File: src/eppl_pkg.sv
package eppl_pkg;

  // Register indices; byte address is four times the index
  localparam logic [3:0] EPPL_IDX_DATA = 4'h0;
  localparam logic [3:0] EPPL_IDX_STATUS = 4'h1;
  localparam logic [3:0] EPPL_IDX_CTRL = 4'h2;
  localparam logic [3:0] EPPL_IDX_ADDR_PORT = 4'h3;
  localparam logic [3:0] EPPL_IDX_DATA_PORT0 = 4'h4;
  localparam logic [3:0] EPPL_IDX_DATA_PORT3 = 4'h7;
  localparam logic [3:0] EPPL_IDX_MODE = 4'h8;

  // Control register fields
  localparam int EPPL_CTRL_STROBE = 0;
  localparam int EPPL_CTRL_AUTOFD = 1;
  localparam int EPPL_CTRL_INIT = 2;
  localparam int EPPL_CTRL_SELIN = 3;
  localparam int EPPL_CTRL_IRQE = 4;
  localparam int EPPL_CTRL_DIR = 5;
  localparam logic [5:0] EPPL_CTRL_RESET = 6'h04;

  // Status register fields
  localparam int EPPL_STAT_TMO = 0;
  localparam int EPPL_STAT_ERR_N = 3;
  localparam int EPPL_STAT_SELECT = 4;
  localparam int EPPL_STAT_PAPER = 5;
  localparam int EPPL_STAT_ACK_N = 6;
  localparam int EPPL_STAT_BUSY_N = 7;

  // Port modes held in the mode register
  localparam logic [1:0] EPPL_MODE_PRINTER = 2'h0;
  localparam logic [1:0] EPPL_MODE_BIDIR = 2'h1;
  localparam logic [1:0] EPPL_MODE_EPP = 2'h2;
  localparam logic [1:0] EPPL_MODE_RESET = 2'h0;

  // Cycle watchdog timing
  localparam int EPPL_CLK_MHZ = 100;
  localparam int EPPL_TMO_US = 10;
  localparam int EPPL_TMO_CYC = EPPL_TMO_US * EPPL_CLK_MHZ;
  localparam int EPPL_TMO_W = 11;

  localparam logic [7:0] EPPL_BYTE_RESET = 8'h00;

  typedef enum logic [1:0]
  {
    EPPL_ST_IDLE = 2'b00,
    EPPL_ST_ACTIVE = 2'b01,
    EPPL_ST_ACK = 2'b10
  } eppl_state_e;

  typedef struct packed
  {
    eppl_state_e st;
    logic [5:0] ctrl;
    logic [1:0] mode;
    logic tmo_flag;
    logic cyc_read;
    logic cyc_addr;
    logic [7:0] out_byte;
    logic [31:0] rdata;
    logic waitreq;
    logic dstb_n;
    logic astb_n;
    logic wr_n;
    logic dir;
    logic oe;
    logic prst_n;
    logic irq;
  } eppl_state_s;

endpackage : eppl_pkg

File: src/eppl_cycle_engine.sv
// What this block does
// - Idle port lines follow the control register
// - Time each cycle; flag beyond ten microseconds
// - Time-out aborts cycle and sets status bit 0
// - Hold bus stalled while handshake stays low
// - Write asserts cycle strobe and, with direction bit clear, drives byte at the same edge
// - Stall ends on handshake release or time-out
// - Host release ends strobe, byte stays latched
// - Read strobe only with bus released, direction high
// - Host release ends strobe; peripheral releases bus
// - Direction and data change only between cycles
// - Active-low write, data and address strobes
// - Active-low peripheral reset output
// - Peripheral interrupt passed through uninverted
// - Direction output high only for input/read
// - Only write line overridable during a cycle
// - Direction bit selects output or input mode, except in printer mode, which always drives out
// - Offset 3 address cycles, 4-7 data cycles
module eppl_cycle_engine
#(
  parameter int TMO_CYC = eppl_pkg::EPPL_TMO_CYC
)
(
  input wire logic i_clk,
  input wire logic i_rst_n,
  input wire logic [5:0] i_avs_address,
  input wire logic i_avs_read,
  input wire logic i_avs_write,
  input wire logic [31:0] i_avs_writedata,
  input wire logic [3:0] i_avs_byteenable,
  output logic [31:0] o_avs_readdata,
  output logic o_avs_waitrequest,
  input wire logic [7:0] i_port_side_bus,
  output logic [7:0] o_port_side_bus,
  output logic o_port_side_bus_oe,
  output logic o_xfer_dir_out_n,
  output logic o_data_cycle_strobe_n,
  output logic o_addr_cycle_strobe_n,
  output logic o_periph_reset_n,
  output logic o_bus_direction_out,
  input wire logic i_periph_handshake_n,
  input wire logic i_periph_irq_in,
  output logic o_periph_irq,
  input wire logic i_busy,
  input wire logic i_ack_n,
  input wire logic i_paper_end,
  input wire logic i_select,
  input wire logic i_error_n
);

  import eppl_pkg::*;

  eppl_state_s q_r;
  eppl_state_s q_nxt;
  logic [3:0] idx;
  logic req;
  logic epp_port;
  logic wd_start;
  logic wd_run;
  logic wd_expired;

  // True when an index selects one of the EPP cycle ports
  function automatic logic is_epp_port(input logic [3:0] i);
    is_epp_port = (i >= EPPL_IDX_ADDR_PORT) && (i <= EPPL_IDX_DATA_PORT3);
  endfunction : is_epp_port

  // Direction seen on the port bus; printer mode always drives out
  function automatic logic bus_dir(input logic [1:0] mode, input logic [5:0] ctrl,
                                   input logic rd_cyc);
    bus_dir = ((mode != EPPL_MODE_PRINTER) && ctrl[EPPL_CTRL_DIR]) || rd_cyc;
  endfunction : bus_dir

  // Request decode
  always_comb
  begin
    idx = i_avs_address[5:2];
    req = i_avs_read || i_avs_write;
    epp_port = is_epp_port(idx) && (q_r.mode == EPPL_MODE_EPP);
    wd_start = (q_r.st == EPPL_ST_IDLE) && req && epp_port;
    wd_run = (q_r.st == EPPL_ST_ACTIVE);
  end

  // Cycle timer runs on the system clock; a hung peripheral cannot lock the bus
  eppl_watchdog #(
    .TMO_CYC(TMO_CYC)
  ) u_watchdog (
    .i_clk(i_clk),
    .i_rst_n(i_rst_n),
    .i_start(wd_start),
    .i_run(wd_run),
    .o_expired(wd_expired)
  );

  // Next-state logic for the whole block
  always_comb
  begin
    q_nxt = q_r;
    q_nxt.irq = i_periph_irq_in;
    q_nxt.prst_n = q_r.ctrl[EPPL_CTRL_INIT];
    q_nxt.waitreq = 1'b1;
    case (q_r.st)
      EPPL_ST_IDLE:
      begin
        if (req && epp_port)
        begin
          // Start of an EPP cycle; byte and direction settle with the strobe edge
          q_nxt.st = EPPL_ST_ACTIVE;
          q_nxt.cyc_read = i_avs_read;
          q_nxt.cyc_addr = (idx == EPPL_IDX_ADDR_PORT);
          if (i_avs_write && i_avs_byteenable[0])
          begin
            q_nxt.out_byte = i_avs_writedata[7:0];
          end
          q_nxt.dir = bus_dir(q_r.mode, q_r.ctrl, i_avs_read);
          q_nxt.oe = !bus_dir(q_r.mode, q_r.ctrl, i_avs_read);
          if (idx == EPPL_IDX_ADDR_PORT)
          begin
            q_nxt.astb_n = 1'b0;
          end
          else
          begin
            q_nxt.dstb_n = 1'b0;
          end
        end
        else if (req)
        begin
          // Plain register access answers in one cycle
          q_nxt.st = EPPL_ST_ACK;
          q_nxt.waitreq = 1'b0;
          q_nxt.rdata = 32'h0000_0000;
          case (idx)
            EPPL_IDX_DATA:
            begin
              q_nxt.rdata[7:0] = q_r.oe ? q_r.out_byte : i_port_side_bus;
              if (i_avs_write && i_avs_byteenable[0])
              begin
                q_nxt.out_byte = i_avs_writedata[7:0];
              end
            end
            EPPL_IDX_STATUS:
            begin
              q_nxt.rdata[EPPL_STAT_BUSY_N] = !i_busy;
              q_nxt.rdata[EPPL_STAT_ACK_N] = i_ack_n;
              q_nxt.rdata[EPPL_STAT_PAPER] = i_paper_end;
              q_nxt.rdata[EPPL_STAT_SELECT] = i_select;
              q_nxt.rdata[EPPL_STAT_ERR_N] = i_error_n;
              q_nxt.rdata[EPPL_STAT_TMO] = q_r.tmo_flag;
              if (i_avs_write && i_avs_byteenable[0] && i_avs_writedata[EPPL_STAT_TMO])
              begin
                q_nxt.tmo_flag = 1'b0;
              end
            end
            EPPL_IDX_CTRL:
            begin
              q_nxt.rdata[5:0] = q_r.ctrl; // Bits 7:6 read as zero
              if (i_avs_write && i_avs_byteenable[0])
              begin
                q_nxt.ctrl = i_avs_writedata[5:0];
              end
            end
            EPPL_IDX_MODE:
            begin
              q_nxt.rdata[1:0] = q_r.mode;
              if (i_avs_write && i_avs_byteenable[0])
              begin
                q_nxt.mode = i_avs_writedata[1:0];
              end
            end
            default:
            begin
              q_nxt.rdata = 32'h0000_0000; // Unmapped or EPP port outside EPP mode
            end
          endcase
        end
      end
      EPPL_ST_ACTIVE:
      begin
        if (wd_expired)
        begin
          // Abort: drop the strobe now and let the host finish the access
          q_nxt.tmo_flag = 1'b1;
          q_nxt.dstb_n = 1'b1;
          q_nxt.astb_n = 1'b1;
          q_nxt.rdata = 32'h0000_0000;
          q_nxt.waitreq = 1'b0;
          q_nxt.st = EPPL_ST_ACK;
        end
        else if (i_periph_handshake_n)
        begin
          // Handshake released: peripheral byte is valid, host may complete
          q_nxt.rdata = {24'h00_0000, i_port_side_bus};
          q_nxt.waitreq = 1'b0;
          q_nxt.st = EPPL_ST_ACK;
        end
      end
      EPPL_ST_ACK:
      begin
        // Host strobe is released at this edge; end the port strobe then
        q_nxt.dstb_n = 1'b1;
        q_nxt.astb_n = 1'b1;
        q_nxt.cyc_read = 1'b0;
        q_nxt.st = EPPL_ST_IDLE;
      end
      default:
      begin
        q_nxt.st = EPPL_ST_IDLE;
      end
    endcase

    // Between cycles the port lines follow the control register
    if (q_nxt.st == EPPL_ST_IDLE)
    begin
      q_nxt.dstb_n = !q_nxt.ctrl[EPPL_CTRL_AUTOFD];
      q_nxt.astb_n = !q_nxt.ctrl[EPPL_CTRL_SELIN];
      q_nxt.dir = bus_dir(q_nxt.mode, q_nxt.ctrl, 1'b0);
      q_nxt.oe = !q_nxt.dir;
    end

    // Write line: low for write direction in EPP mode, and the strobe bit may force it
    // even mid-cycle, since it shares the pin with the standard strobe
    q_nxt.wr_n = !q_nxt.ctrl[EPPL_CTRL_STROBE] &&
                 !((q_nxt.mode == EPPL_MODE_EPP) && !q_nxt.ctrl[EPPL_CTRL_DIR]);
  end

  // Single state register
  always_ff @(posedge i_clk or negedge i_rst_n)
  begin
    if (!i_rst_n)
    begin
      q_r.st <= EPPL_ST_IDLE;
      q_r.ctrl <= EPPL_CTRL_RESET;
      q_r.mode <= EPPL_MODE_RESET;
      q_r.tmo_flag <= 1'b0;
      q_r.cyc_read <= 1'b0;
      q_r.cyc_addr <= 1'b0;
      q_r.out_byte <= EPPL_BYTE_RESET;
      q_r.rdata <= 32'h0000_0000;
      q_r.waitreq <= 1'b1;
      q_r.dstb_n <= 1'b1;
      q_r.astb_n <= 1'b1;
      q_r.wr_n <= 1'b1;
      q_r.dir <= 1'b0;
      q_r.oe <= 1'b1;
      q_r.prst_n <= 1'b1;
      q_r.irq <= 1'b0;
    end
    else
    begin
      q_r <= q_nxt;
    end
  end

  // Outputs straight from the state register
  assign o_avs_readdata = q_r.rdata;
  assign o_avs_waitrequest = q_r.waitreq;
  assign o_port_side_bus = q_r.out_byte;
  assign o_port_side_bus_oe = q_r.oe;
  assign o_xfer_dir_out_n = q_r.wr_n;
  assign o_data_cycle_strobe_n = q_r.dstb_n;
  assign o_addr_cycle_strobe_n = q_r.astb_n;
  assign o_periph_reset_n = q_r.prst_n;
  assign o_bus_direction_out = q_r.dir;
  assign o_periph_irq = q_r.irq;

endmodule : eppl_cycle_engine

File: src/eppl_watchdog.sv
module eppl_watchdog
#(
  parameter int TMO_CYC = eppl_pkg::EPPL_TMO_CYC
)
(
  input wire logic i_clk,
  input wire logic i_rst_n,
  input wire logic i_start,
  input wire logic i_run,
  output logic o_expired
);

  import eppl_pkg::*;

  typedef struct packed
  {
    logic [EPPL_TMO_W-1:0] cnt;
    logic expired;
  } eppl_wd_s;

  localparam logic [EPPL_TMO_W-1:0] PRESET = EPPL_TMO_W'(TMO_CYC);

  eppl_wd_s q_r;
  eppl_wd_s q_nxt;

  // Preset on each new host strobe, then count down while the cycle runs
  always_comb
  begin
    q_nxt = q_r;
    q_nxt.expired = 1'b0;
    if (i_start)
    begin
      q_nxt.cnt = PRESET;
    end
    else if (i_run)
    begin
      if (q_r.cnt <= EPPL_TMO_W'(1))
      begin
        q_nxt.expired = 1'b1;
      end
      else
      begin
        q_nxt.cnt = q_r.cnt - EPPL_TMO_W'(1);
      end
    end
  end

  always_ff @(posedge i_clk or negedge i_rst_n)
  begin
    if (!i_rst_n)
    begin
      q_r <= '0;
    end
    else
    begin
      q_r <= q_nxt;
    end
  end

  assign o_expired = q_r.expired;

endmodule : eppl_watchdog

File: config.mk
export PLATFORM = sky130hd
export DESIGN_NAME = eppl_cycle_engine
export DESIGN_NICKNAME = d
export VERILOG_FILES = /design/src/eppl_pkg.sv /design/src/eppl_cycle_engine.sv /design/src/eppl_watchdog.sv
export SDC_FILE = /design/constraint.sdc
export NUM_CORES = 1
export LEC_CHECK = 0
export BUFFER_PORTS_ARGS = -buffer_cell sky130_fd_sc_hd__buf_2
export CORE_ASPECT_RATIO = 0.5
export CORE_UTILIZATION = 50
export DETAILED_ROUTE_END_ITERATION = 10
export PLACE_DENSITY_LB_ADDON = 0.15
export SETUP_SLACK_MARGIN = 0.1
export SLEW_MARGIN = 20
export SYNTH_ARGS = -nofsm -noshare
export SYNTH_HDL_FRONTEND = slang
export SYNTH_SLANG_ARGS = --single-unit
File: constraint.sdc
create_clock -name i_clk -period 2.75 [get_ports i_clk]
set_input_delay 0.4125 -clock i_clk [delete_from_list [all_inputs] [get_ports i_clk]]
set_output_delay 0.4125 -clock i_clk [all_outputs]
set_load 0.05 [all_outputs]
==> results.yml <==
synth:
  synth-xor-area-share_pct: 1.17
  ys_async_sr_fraction_pct: 100
  synth_area_leaders: "dfrtp_1 33%, buf_4 10%, mux2_2 9.7%, dfstp_2 6.1%, o21ai_0 2.7%"
  synthCells: 299
  syn_area_per_cell_sq_um: 10.0
  synth.area.mux_share_pct: 11.4
  synth_cell_types: 70
  synth_top_family_by_area: "compound AO/OA/AOI/OAI gates"
  synth_compound_area_share_pct: 17.7
  syn-cell-area_sq_um: 3000
  yosys.area_share.simple_pct: 15.3
  synth_edf_count: 0
  synth_seq_area_share_pct: 39.5
  yosysTopAreaCell: "dfrtp_1"
  netlist.area_leader.share_pct: 33.3
  synth_ff_type: "dfrtp_1"
  ys_ff_latch: 47
  yosysWarningCount: 0
  synth_fa_ha_area_share_pct: 1.67
worst_hold_path:
  hold_class: "input pin to flop"
  min_delay_path_depth: 1
detailed_routing:
  ant_nets: 0
  dr.pass1.iters: 8
  wl_mm: 6.83
  wl_per_cell_um: 16.6
  drc: 10
  drt_iter0_drc: 160
  vias_per_cell: 5.77
  num_vias: 2376
clock_tree:
  clk_path_buf_depth: 2
  clkTransAtPathRegs_ps: 60
  cts_tree: "built"
  post_cts_resized: 0
  cts_root_buffer: "clkbuf_16"
  postCtsSetupRepairBufs: 0
  cts-htree-levels: 2
  clock-sinks: 47
  cts_made_buffers: 5
  clkLatencyLatePin_ps: 290
  ctsHoldBuffers: 1
setup_path:
  criticalPathCategory: "flop to flop"
  crit_path_max_incr_delay_ps: 430
  critPathBufInv: 1
  cp_slowest_cell: "dfrtp_1"
  ff2ff_setup_slack_ps: 460
  crit_path_cell_trace: "inv_1, ha_1, o21a_1, o21ai_2, a21oi_2, mux2_2"
  cp_max_fo: 12
  critPathLaunchType: "flop"
  reg2reg_depth: 6
  worstPathArrival_ps: 2470
  crit_family: "compound AO/OA/AOI/OAI gates"
  cp.depth: 6
  end_kind: "flop"
  required_ps: 2920
floorplan:
  die-area_sq_um: 6340
  row_count: 19
  die_w_um: 112
  core_area_sq_um: 5630
  start_util_pct: 53.3
  die_y_um: 56.8
  top_level_ports: 109
placement:
  place_ws_ps: 492
  portBuffers: 55
  post_dp_cell_area_sq_um: 3130
  place_congestion: 0.871
  post-dp-hpwl_mm: 5.15
finish:
  drive_gt1_share_pct: 31.9
  diodes: 0
  fill_cells: 515
  stdcell_area_sq_um: 3280
  final-seq-area_sq_um: 1180
  multiInputGateArea_sq_um: 1510
  nets: 404
  area_growth_pct: 9.12
timing:
  fin_hold_ws_ps: 237
  clock_skew_ps: 7.38
  finalSetupViolations: 0
  slew_violations: 0
  rsz0062_at_grt: "false"
  timing.final.crit_share_pct: 83.3
  fin_crit_ps: 2290
  max_freq_ghz: 0.436
  relSlewSlack_pct: 45.7
  tns_ps: 0
  hold_viol: 0
  tightestPinTransition_ps: 807
  final.setup.worst_slack_ps: 459
power_and_ir_drop:
  swShare_pct: 44.1
  intPower_w: 0.00168
  p_sw_w: 0.00133
  pwr-share-clk_pct: 19.2
  p_leak_nw: 1.50
  powerDensity_nw_per_um2: 917
  sequentialPowerShare_pct: 37.0
  peakVddDrop_mv: 0.449
  power_frac_comb_pct: 43.7
global_routing:
  overflow: 0
  antenna_found_initial: 0
  first_global_vias: 2260
  grt_max_degree: 40
  grt_pass1_wl_mm: 11.2
  track_usage_pct: 23.1
outcome:
  violations: "DRC"
  status: "finished with violations"
run:
  maxCapViolations: 0
power groups by stage:
stage	combinational (W)	clock, W	sequential [W]
after CTS	0.00132	0.000582	0.00111
after floorplan	0.00103	0	0.00121
after global routing	0.00140	0.000609	0.00114
after detailed placement	0.00131	0	0.00112
after global placement	0.00128	0	0.00111
final	0.00131	0.000578	0.00111
cell usage in the layout (no fill, tap or decap), types with 3 or more instances in the layout:
cell	netlist	routed
conb_1	1	24
dfrtp_1	40	40
nand2_1	15	15
a32oi_1	3	3
xor2_1	3	3
a21o_1	3	3
and2_1	3	3
a221oi_1	3	3
or4_1	5	5
dfstp_2	7	7
o31ai_1	3	3
mux2_2	26	26
a21oi_1	10	10
o21ai_0	16	16
buf_2	2	55
nor4_1	4	4
a32o_1	3	3
clkbuf_16	0	5
mux2i_1	5	5
ha_1	4	4
and3_1	3	3
nand3_1	8	8
nor2_1	11	11
buf_4	40	3
a211oi_1	4	4
and3b_1	4	4
inv_1	14	14
state kept, by name, indices dropped and copies added, names as in the netlist:
signal,count
o_addr_cycle_strobe_n,1
o_avs_readdata,8
o_avs_waitrequest,1
o_bus_direction_out,1
o_data_cycle_strobe_n,1
o_periph_irq,1
o_periph_reset_n,1
o_port_side_bus,8
o_port_side_bus_oe,1
o_xfer_dir_out_n,1
q_nxt,1
q_r,10
u_watchdog.o_expired,1
u_watchdog.q_r,11
path summary, 6_finish.rpt:
| path | from | to |
|---|---|---|
| min in group asynchronous | i_rst_n | u_watchdog.q_r[8] |
| hold reg to reg | q_nxt[1] | o_periph_reset_n |
| setup reg to reg | q_r[60] | o_avs_readdata[3] |
| setup / recovery | q_r[60] | o_avs_readdata[3] |
| max in group asynchronous | i_rst_n | q_nxt[1] |
| hold / removal | i_periph_irq_in | o_periph_irq |
kinds of logic (layout without fill, tap and decap cells):
kind of cell,count (synthesis),count (layout)
AOI/OAI and AO/OA,72,72
xor gates and xnor gates,4,4
adders and majority gates,4,4
buffers and inverters,63,80
DFF,47,47
muxes,31,31
other,1,24
and+or+nand+nor,77,77
through the flow:
step / std cells / utilization [%] / total power, W
floorplan: 322 / - / 0.00224
detailed placement: 404 / 55.6 / 0.00243
global placement: 404 / 55.6 / 0.00239
global route: 412 / 58.2 / 0.00315
CTS: 412 / 58.2 / 0.00301
finish: 412 / 58.2 / 0.00301
synthesized netlist by cell type, types with 2 or more instances:
library cell / n
dfrtp_1: 40
a211oi_1: 4
a32oi_1: 3
dfstp_2: 7
a21o_1: 3
and3_1: 3
nand2_1: 15
o21ai_0: 16
a22oi_1: 2
buf_2: 2
nor3_1: 2
nand3_1: 8
a2bb2oi_1: 2
mux2i_1: 5
o31ai_1: 3
mux2_2: 26
or4_1: 5
o21a_1: 2
a21oi_1: 10
xor2_1: 3
or2_2: 2
o41ai_1: 2
ha_1: 4
a32o_1: 3
inv_1: 14
a221oi_1: 3
nor4_1: 4
and3b_1: 4
clkbuf_1: 5
nand3b_1: 2
buf_4: 40
and2_1: 3
a21oi_2: 2
a31oi_1: 2
nor2_1: 11
nand2b_1: 2
nand4_1: 2
routing by layer:
metal | global-route usage [%] | wire (um)
met1 | 31.3 | 3140
met2 | 36.3 | 3100
met3 | 5.62 | 482
met4 | 7.53 | 104
met5 | 0 | 0
area by class of cell:
type,count,share of cell area [%]
Clock buffer,7,4.05
Inverter,14,1.60
Multi-Input combinational cell,212,46.0
Sequential cell,47,36.2
Tap cell,73,2.79
Timing Repair Buffer,59,9.39
Note: power is estimated with default switching activity, not from simulation.
